$ cat src/verilog/sdm_pkg.sv
// Constants and feedback table for the stochastic density dimmer.
// Assumes one system clock; all users reference names as sdm_pkg::name.
//
// Notes on behaviour
// Counter steps per tick, visits every code
// Code order repeats with a fixed period
// Density register holds until next write
// Comparator is combinational, no tick wait
// Output high when density exceeds code
// Width selectable from 2 to maximum
// Full width spans all codes to maximum
// Wide counters compare as cascaded byte slices
// Output may change on every tick
// Internal tick is system clock over four
// External PWM tick accepted at any rate
// Channels may share one external tick
// Output routed to selected row net
// Width write reloads feedback polynomial
// Run control; output low while stopped
// Tick is an enable in clock domain
package sdm_pkg;

	// ******************************
	// Sizes and reset values
	// ******************************
	localparam int MAX_W = 16;
	localparam int SLICE_W = 8;
	localparam logic [4:0] MIN_WIDTH = 5'h02;
	localparam logic [4:0] RST_WIDTH = 5'h10;
	localparam logic [15:0] RST_DENSITY = 16'h0000;
	localparam int ROWS = 4;
	localparam int OUTS = 4;
	localparam logic [1:0] TICK_DIV_LAST = 2'h3; // Divide by four

	// ******************************
	// Feedback taps per width
	// ******************************
	// Maximal-length taps; bit n-1 is always set
	function automatic logic [15:0] taps_for(input logic [4:0] n);
		logic [15:0] t;
		t = 16'h0000;
		unique case (n)
			5'h02: t = 16'h0003;
			5'h03: t = 16'h0006;
			5'h04: t = 16'h000C;
			5'h05: t = 16'h0014;
			5'h06: t = 16'h0030;
			5'h07: t = 16'h0060;
			5'h08: t = 16'h00B8;
			5'h09: t = 16'h0110;
			5'h0A: t = 16'h0240;
			5'h0B: t = 16'h0500;
			5'h0C: t = 16'h0829;
			5'h0D: t = 16'h100D;
			5'h0E: t = 16'h2015;
			5'h0F: t = 16'h6000;
			default: t = 16'hD008;
		endcase
		return t;
	endfunction : taps_for

endpackage : sdm_pkg

$ cat src/verilog/stochastic_density_dimmer.sv
// One stochastic density modulator channel with tick source and routing.
// Assumes all inputs are synchronous to MCLK; strobes are one cycle wide.
`timescale 1ns/1ns
module stochastic_density_dimmer #(
	parameter int W = sdm_pkg::MAX_W
) (
	// Clock and reset
	input wire logic MCLK,
	input wire logic RESET_N,
	// Tick source
	input wire logic TICK_IN,
	input wire logic TICK_SEL,
	// Software controls
	input wire logic [4:0] WIDTH_IN,
	input wire logic WIDTH_WR,
	input wire logic [W-1:0] DENSITY_IN,
	input wire logic DENSITY_WR,
	input wire logic RUN_ON,
	input wire logic RUN_OFF,
	// Routing select
	input wire logic [1:0] ROW_SEL,
	input wire logic [1:0] OUT_SEL,
	// Outputs
	output logic DIM_OUT,
	output logic [15:0] ROW_OUT,
	output logic [W-1:0] CODE_OUT,
	output logic [4:0] WIDTH_OUT,
	output logic RUNNING
);

	localparam int SLICES = (W + sdm_pkg::SLICE_W - 1) / sdm_pkg::SLICE_W;
	localparam int SW = SLICES * sdm_pkg::SLICE_W;

	logic [1:0] div_ff;
	logic int_tick_ff;
	logic tick_prev_ff;
	logic tick;
	logic run_ff;
	logic [4:0] width_ff;
	logic [4:0] nxt_width;
	logic [W-1:0] taps_ff;
	logic [W-1:0] mask_ff;
	logic [W-1:0] code_ff;
	logic [W-1:0] nxt_code;
	logic [W-1:0] density_ff;
	logic fb;
	logic gt;
	logic [SW-1:0] d_ext;
	logic [SW-1:0] c_ext;
	logic [SLICES:0] gt_chain;
	logic out_ff;
	logic [15:0] row_ff;
	logic [3:0] route_idx;

	// ******************************
	// Tick generation
	// ******************************
	// Free divider; runs even while stopped so ticks stay evenly spaced
	always_ff @(posedge MCLK) begin
		if (!RESET_N) begin
			div_ff <= 2'h0;
			int_tick_ff <= 1'b0;
		end else begin
			div_ff <= div_ff + 2'h1;
			int_tick_ff <= (div_ff == sdm_pkg::TICK_DIV_LAST);
		end
	end

	// Edge of external PWM tick
	always_ff @(posedge MCLK) begin
		if (!RESET_N) begin
			tick_prev_ff <= 1'b0;
		end else begin
			tick_prev_ff <= TICK_IN;
		end
	end

	// One rising edge of the PWM is one tick; rate is set by the PWM
	assign tick = TICK_SEL ? (TICK_IN & ~tick_prev_ff) : int_tick_ff;

	// ******************************
	// Run control
	// ******************************
	// Stop wins when both strobes arrive together
	always_ff @(posedge MCLK) begin
		if (!RESET_N) begin
			run_ff <= 1'b0;
		end else if (RUN_OFF) begin
			run_ff <= 1'b0;
		end else if (RUN_ON) begin
			run_ff <= 1'b1;
		end
	end

	// ******************************
	// Width and polynomial
	// ******************************
	// Out-of-range widths are clamped rather than refused
	always_comb begin
		if (WIDTH_IN < sdm_pkg::MIN_WIDTH) begin
			nxt_width = sdm_pkg::MIN_WIDTH;
		end else if (WIDTH_IN > 5'(W)) begin
			nxt_width = 5'(W);
		end else begin
			nxt_width = WIDTH_IN;
		end
	end

	// Width write reloads taps and the in-range mask together
	always_ff @(posedge MCLK) begin
		if (!RESET_N) begin
			width_ff <= sdm_pkg::RST_WIDTH;
			taps_ff <= W'(sdm_pkg::taps_for(sdm_pkg::RST_WIDTH));
			mask_ff <= W'(17'h1FFFF);
		end else if (WIDTH_WR) begin
			width_ff <= nxt_width;
			taps_ff <= W'(sdm_pkg::taps_for(nxt_width));
			mask_ff <= W'((17'h00001 << nxt_width) - 17'h00001);
		end
	end

	// ******************************
	// Pseudo-random counter
	// ******************************
	// Extra term splices the all-zero code into the sequence
	assign fb = (^(code_ff & taps_ff))
		^ ((code_ff & (mask_ff >> 1)) == '0);
	assign nxt_code = ((code_ff << 1) | W'(fb)) & mask_ff;

	// Restart from zero on width change so the code stays in range
	always_ff @(posedge MCLK) begin
		if (!RESET_N) begin
			code_ff <= '0;
		end else if (WIDTH_WR) begin
			code_ff <= '0;
		end else if (run_ff && tick) begin
			code_ff <= nxt_code;
		end
	end

	// ******************************
	// Density register
	// ******************************
	always_ff @(posedge MCLK) begin
		if (!RESET_N) begin
			density_ff <= W'(sdm_pkg::RST_DENSITY);
		end else if (DENSITY_WR) begin
			density_ff <= DENSITY_IN;
		end
	end

	// ******************************
	// Cascaded comparator
	// ******************************
	// Only the active width of the density takes part
	assign d_ext = SW'(density_ff & mask_ff);
	assign c_ext = SW'(code_ff);
	assign gt_chain[0] = 1'b0;

	// Each byte slice decides unless equal, then defers downward
	for (genvar s = 0; s < SLICES; s++) begin : g_slice
		logic [sdm_pkg::SLICE_W-1:0] ds;
		logic [sdm_pkg::SLICE_W-1:0] cs;
		assign ds = d_ext[s*sdm_pkg::SLICE_W +: sdm_pkg::SLICE_W];
		assign cs = c_ext[s*sdm_pkg::SLICE_W +: sdm_pkg::SLICE_W];
		assign gt_chain[s+1] = (ds > cs) | ((ds == cs) & gt_chain[s]);
	end

	assign gt = gt_chain[SLICES];

	// ******************************
	// Output and routing
	// ******************************
	// Registered one MCLK after the compare; no tick is waited for
	always_ff @(posedge MCLK) begin
		if (!RESET_N) begin
			out_ff <= 1'b0;
		end else begin
			out_ff <= run_ff & gt;
		end
	end

	assign route_idx = {ROW_SEL, OUT_SEL};

	// Route the same compare result onto one of sixteen nets
	always_ff @(posedge MCLK) begin
		if (!RESET_N) begin
			row_ff <= 16'h0000;
		end else begin
			row_ff <= 16'(run_ff & gt) << route_idx;
		end
	end

	assign DIM_OUT = out_ff;
	assign ROW_OUT = row_ff;
	assign CODE_OUT = code_ff;
	assign WIDTH_OUT = width_ff;
	assign RUNNING = run_ff;

	// ******************************
	// Checks
	// ******************************
	// Period helper: ticks since the code last left zero
	logic [16:0] per_cnt_ff;
	logic seen_zero_ff;
	always_ff @(posedge MCLK) begin
		if (!RESET_N || WIDTH_WR) begin
			per_cnt_ff <= 17'h00000;
			seen_zero_ff <= 1'b0;
		end else if (run_ff && tick) begin
			if (code_ff == '0) begin
				per_cnt_ff <= 17'h00001;
				seen_zero_ff <= 1'b1;
			end else begin
				per_cnt_ff <= per_cnt_ff + 17'h00001;
			end
		end
	end
endmodule : stochastic_density_dimmer

$ cat config.mk
export PLATFORM = sky130hd
export DESIGN_NAME = stochastic_density_dimmer
export DESIGN_NICKNAME = d
export VERILOG_FILES = /design/src/verilog/sdm_pkg.sv /design/src/verilog/stochastic_density_dimmer.sv
export SDC_FILE = /design/constraint.sdc
export NUM_CORES = 1
export LEC_CHECK = 0
export BUFFER_PORTS_ARGS = -buffer_cell sky130_fd_sc_hd__buf_2
export CORE_MARGIN = 3
export CORE_UTILIZATION = 40
export CTS_BUF_LIST = sky130_fd_sc_hd__clkbuf_4 sky130_fd_sc_hd__clkbuf_8 sky130_fd_sc_hd__clkbuf_16
export CTS_CLUSTER_DIAMETER = 30
export DETAILED_ROUTE_END_ITERATION = 6
export HOLD_SLACK_MARGIN = 0.03
export PLACE_DENSITY = 0.66
export SYNTH_ARGS = -nofsm -noshare
export SYNTH_HDL_FRONTEND = slang
export SYNTH_SLANG_ARGS = --single-unit
export TNS_END_PERCENT = 30
$ cat constraint.sdc
create_clock -name MCLK -period 4.45 [get_ports MCLK]
set_clock_uncertainty 0.15 [all_clocks]
set_input_delay 0.89 -clock MCLK [delete_from_list [all_inputs] [get_ports MCLK]]
set_output_delay 0.89 -clock MCLK [all_outputs]
set_load 0.01 [all_outputs]
# Yosys cells after proc, flatten, opt, wreduce, memory -nomap -nowiden
# Memories as Yosys holds them, arrays and structs flattened.
# Cells that the tools add are included.
# Widths: inputs -> output; s select.
[op_classes]
n_addsub = 2
n_lt_le_gt_ge = 4
eq_ne = 2
shift = 2
muxes = 4
bitwise = 13
reduce_logical = 5
[ops]
columns = ["cell", "count"]
rows = [
  ["$and 16x16->16", 3],
  ["$and 16x15->16", 1],
  ["$gt 8x8->1", 2],
  ["$logic_not 16->1", 1],
  ["$mux 16", 1],
  ["$or 16x1->16", 1],
  ["$reduce_xor 16->1", 1],
  ["$shl 1x4->16", 1],
  ["$shl 1x5->16 const A", 1],
  ["$sub 16x1->16 const B", 1],
  ["$mux 5", 2],
  ["$eq 8x8->1", 1],
  ["$gt 5x5->1 const B", 1],
  ["$lt 5x2->1 const B", 1],
  ["$and 1x1->1", 4],
  ["$reduce_or 2->1", 2],
  ["$add 2x1->2 const B", 1],
  ["$eq 2x2->1 const B", 1],
  ["$not 1->1", 2],
  ["$logic_and 1x1->1", 1],
  ["$mux 1", 1],
  ["$or 1x1->1", 1],
  ["$xor 1x1->1", 1],
]
[totals]
register_bits = 91
rom_bits = 256
in_bits = 33
out_inout_bits = 39
word_cells = 44
n_memories = 1
[mem_list]
columns = ["name", "words", "word_bits", "rd", "rd_ports_with_merged_regs", "wr", "line_no", "rtl"]
rows = [
  ["(name not given)", 16, 16, 1, 0, 0, "sdm_pkg.sv:42", "unique case (n)"],
]

# Depth between registers and ports, before layout
[logic_depth]
depth_word = 6
depth_mapped = 15
mapped_depth_nobuf = 12

# Least setup slack after synthesis
# No wires, ideal clock.
[synth_timing]
kind = "input to register"
start = "input WIDTH_IN[3]"
end = "register mask_ff[6]"
setup_ps = 61
t_arrival_ps = 3372
required_time_ps = 4239
slack_ps = 867
cell_stages = 14
path_buffers = 4
path_cell_list = "clkbuf_1 > nor3_1 > nor3b_1 > inv_1 > ha_1 > buf_2 > clkbuf_1 > nand2_1 > ha_1 > clkbuf_1 > a21oi_1 > a211oi_1 > o22ai_1 > nand2_1"
[synth_between]
elab_chain_len = 5
elab_cells_between_ends = 6
cone_classes = "add/sub (1); order compare (2); shift (1); mux (2)"
[synth_rtl]
columns = ["element", "line_no", "rtl"]
rows = [
  ["start: declaration", "stochastic_density_dimmer.sv:14", "input wire logic [4:0] WIDTH_IN,"],
  ["$gt 5x5->1", "stochastic_density_dimmer.sv:102", "end else if (WIDTH_IN > 5'(W)) begin"],
  ["$mux 5", "stochastic_density_dimmer.sv:102", ""],
  ["$mux 5 *", "stochastic_density_dimmer.sv:100", "if (WIDTH_IN < sdm_pkg::MIN_WIDTH) begin"],
  ["named net nxt_width[0]", "stochastic_density_dimmer.sv:40", "logic [4:0] nxt_width;"],
  ["$shl 1x5->16 *", "stochastic_density_dimmer.sv:118", "mask_ff <= W'((17'h00001 << nxt_width) - 17'h00001);"],
  ["$sub 16x1->16 *", "stochastic_density_dimmer.sv:118", ""],
  ["end signal: assignment", "stochastic_density_dimmer.sv:114", "mask_ff <= W'(17'h1FFFF);"],
  ["end signal: assignment", "stochastic_density_dimmer.sv:118", ""],
  ["end: declaration", "stochastic_density_dimmer.sv:42", "logic [W-1:0] mask_ff;"],
]
# Mark *: on every way through the listed nets, which the timed path passes. The rest lies on a longest branch.
# A chain may end at the register's enable or synchronous reset.

# Worst setup path in the final report
[layout_timing]
start = "input WIDTH_IN[3]"
end = "register mask_ff[12]"
# The elaborated chain is that of the path after synthesis.

==> flow_summary.ini <==
[outcome]
outcome = finished, final reports clean

[placement]
dpl-instance-area_sq_um = 4910
hpwlAfterDp_um = 8470
gp_routability_congestion = 0.829
portBuffers = 71

[critical_path]
cp-start-kind = input pin
reg2reg_from = CODE_OUT[2]
end_kind = flip-flop
worstPathMaxFanout = 21
worstSetupPathType = input pin to flip-flop
critical_path.startpoint = WIDTH_IN[3]
cp.arrival_ns = 3.43
worst_ep_required_time_ns = 4.51

[synth]
ys_types = 49
asyncSetResetFlopFracSynth = 0
synthDominantAreaCellType = dfxtp_1
synth_seq_area_share = 0.404
postSynthAreaPerCell_sq_um = 8.33
ys.flop_type = dfxtp_1
syn_inst = 541
synthesis.yosys.warnings = 0
synth_commonest_cells = 91 x dfxtp_1, 67 x nand2_1, 34 x nor2_1
edff_count_synth = 0
post-synth-top-count-cell = dfxtp_1
netlist_area_sq_um = 4510
synth_top_area_share = 0.404
netlist_top_cells_area = dfxtp_1 40%, ha_1 6.4%, nand2_1 5.6%
syn-num-nets = 597
postSynthRegisterBits = 91

[job]
cap_violations = 0

[timing]
hold_ws_ns = 0.277
slew_violations = 0
setup_viol = 0
final_hold_violations = 0
grt_setup_unrepaired = false
worst-slew-pin-transition_ns = 0.776
timing.slew.headroom = 0.479
timing.final.crit_share = 0.755
timing.setup.tns_ns = 0
timing.fmax_ghz = 0.298
timing.final.crit_period_ns = 3.36

[cts]
maximum_clock_insertion_buffer_count = 2
postCtsSetupRepairBufs = 0
cts.hold.buffers_added = 0
clock_transition_at_the_register_clock_pins_on_the_worst_setup_and_hold_paths_after_cts_ns = 0.06
cts_resized = 0
worst_skew_pair.late_latency_ns = 0.35
tritoncts = done
cts_buffers = 9
maximum_level_of_the_cts_h_tree = 3
clkSinkCount = 91
clock_tree_root_driver_cell = clkbuf_16

[floorplan]
placement_rows = 38
io_pins = 72
die_w_um = 112
starting_density = 0.412
core_area_sq_um = 10900
die_area_sq_um = 12600
floorplan.die.height_um = 112

[routing]
post_drt_wl_per_cell_um = 15.5
route.detailed.vias_per_inst = 5.26
drc = 0
vias = 3882
detail_route.wirelength_um = 11400
detailedRoute.firstIterationViolations = 238
drtAntennaViolNets = 0
detailedRoute.firstPassIterationCount = 4

[grt]
overflow = 0
grt_antenna_before_repair = 0
first_global_vias = 3753
grt_start_max_net_pins = 43
grt.total_usage = 0.186
grt_first_pass_wirelength_um = 18800

[hold_path]
hold_path.class = flip-flop to flip-flop
min_from = div_ff[0]

[power]
powerDensity_nw_per_um2 = 352
power.ir.vdd_worst_mv = 0.221
total_power_uw = 1830
power.leakage_uw = 0.00214

[final_layout]
synthToLayoutAreaGrowth_pct = 15.6
layout_cell_share_with_drive_strength_beyond_1 = 0.154
antenna-diode-count = 0
final_nets = 649
layout.cell_area.non_filler_sq_um = 5210
==> per-layer routing <==
metal,GRT usage,vias up,wire [um]
li1,-,1958,-
met1,0.245,1804,5250
met2,0.293,99,5290
met3,0.0410,21,630
met4,0.0833,0,265
met5,0,-,0
==> power breakdown <==
part,total (uW),switching [uW],internal (uW)
combinational,201,117,83.8
clock,772,330,443
sequential,860,19.5,840
total,1830,466,1370
==> critical path: stages <==
cell and delay [ns]:
buf_2 0.21, nor2_1 0.24, nor2_1 0.07, nor2_1 0.28
ha_1 0.58, nor2_1 0.15, a21boi_0 0.16, o31ai_1 0.43
a221oi_1 0.09, o21ai_0 0.22, nand3_1 0.09
==> kinds of logic (layout without fill, tap and decap cells) <==
group / after synthesis / after routing / share of synthesized area
AND/OR/NAND/NOR: 226 / 226 / 0.251
AO/OA/AOI/OAI: 101 / 101 / 0.139
flip-flops: 91 / 91 / 0.404
buffers and inverters: 61 / 118 / 0.0567
adder cells (fa/ha/maj): 23 / 23 / 0.0639
multiplexers: 22 / 22 / 0.0489
XOR/XNOR: 17 / 17 / 0.0361
==> metrics by stage <==
step                std cells  utilization  setup WS [ns]
floorplan                 541            -          0.867
global placement          722        0.449          0.880
detailed placement        722        0.449          0.782
CTS                       738        0.476           1.14
global route              738        0.476          0.672
finish                    738        0.476           1.09
==> layout make-up <==
type	instances	area (sq um)
fill	1110	5730
tap	140	175
timing repair buffer	74	378
sequential	91	1820
multi-input combinational	389	2430
inverter	28	105
clock buffer	10	233
clock inverter	6	65.1
==> sequential cells by signal, summed over array words and instances, names as in the netlist, 2 cells and up <==
signal / flops
taps_ff: 16
density_ff: 16
div_ff: 2
ROW_OUT: 16
CODE_OUT: 16
WIDTH_OUT: 5
mask_ff: 16
==> worst paths after layout <==
kind | endpoint | slack, ns | cells past startpoint
max reg2reg | ROW_OUT[7] | 1.68 | 8
min reg2reg | div_ff[0] | 0.28 | 1
min | div_ff[0] | 0.28 | 1
max | mask_ff[12] | 1.09 | 11
==> layout by cell type, fill, tap and decap left out, drive strengths merged, types with 3 or more instances in the layout <==
| cell | n |
|---|---|
| nand4 | 6 |
| nand3b | 3 |
| xnor2 | 10 |
| clkinv | 3 |
| a21oi | 29 |
| inv | 29 |
| a21o | 4 |
| and2 | 23 |
| nor2 | 34 |
| clkbuf | 10 |
| xor2 | 6 |
| nor3b | 3 |
| a22oi | 4 |
| nand3 | 21 |
| o21ai | 24 |
| o22ai | 10 |
| ha | 23 |
| nand2b | 15 |
| and3 | 4 |
| mux2i | 22 |
| dfxtp | 91 |
| nor2b | 24 |
| nand2 | 67 |
| nor4 | 6 |
| a31oi | 4 |
| a21boi | 9 |
| nor3 | 15 |
| buf | 74 |
Note: power is estimated with default switching activity, not from simulation.
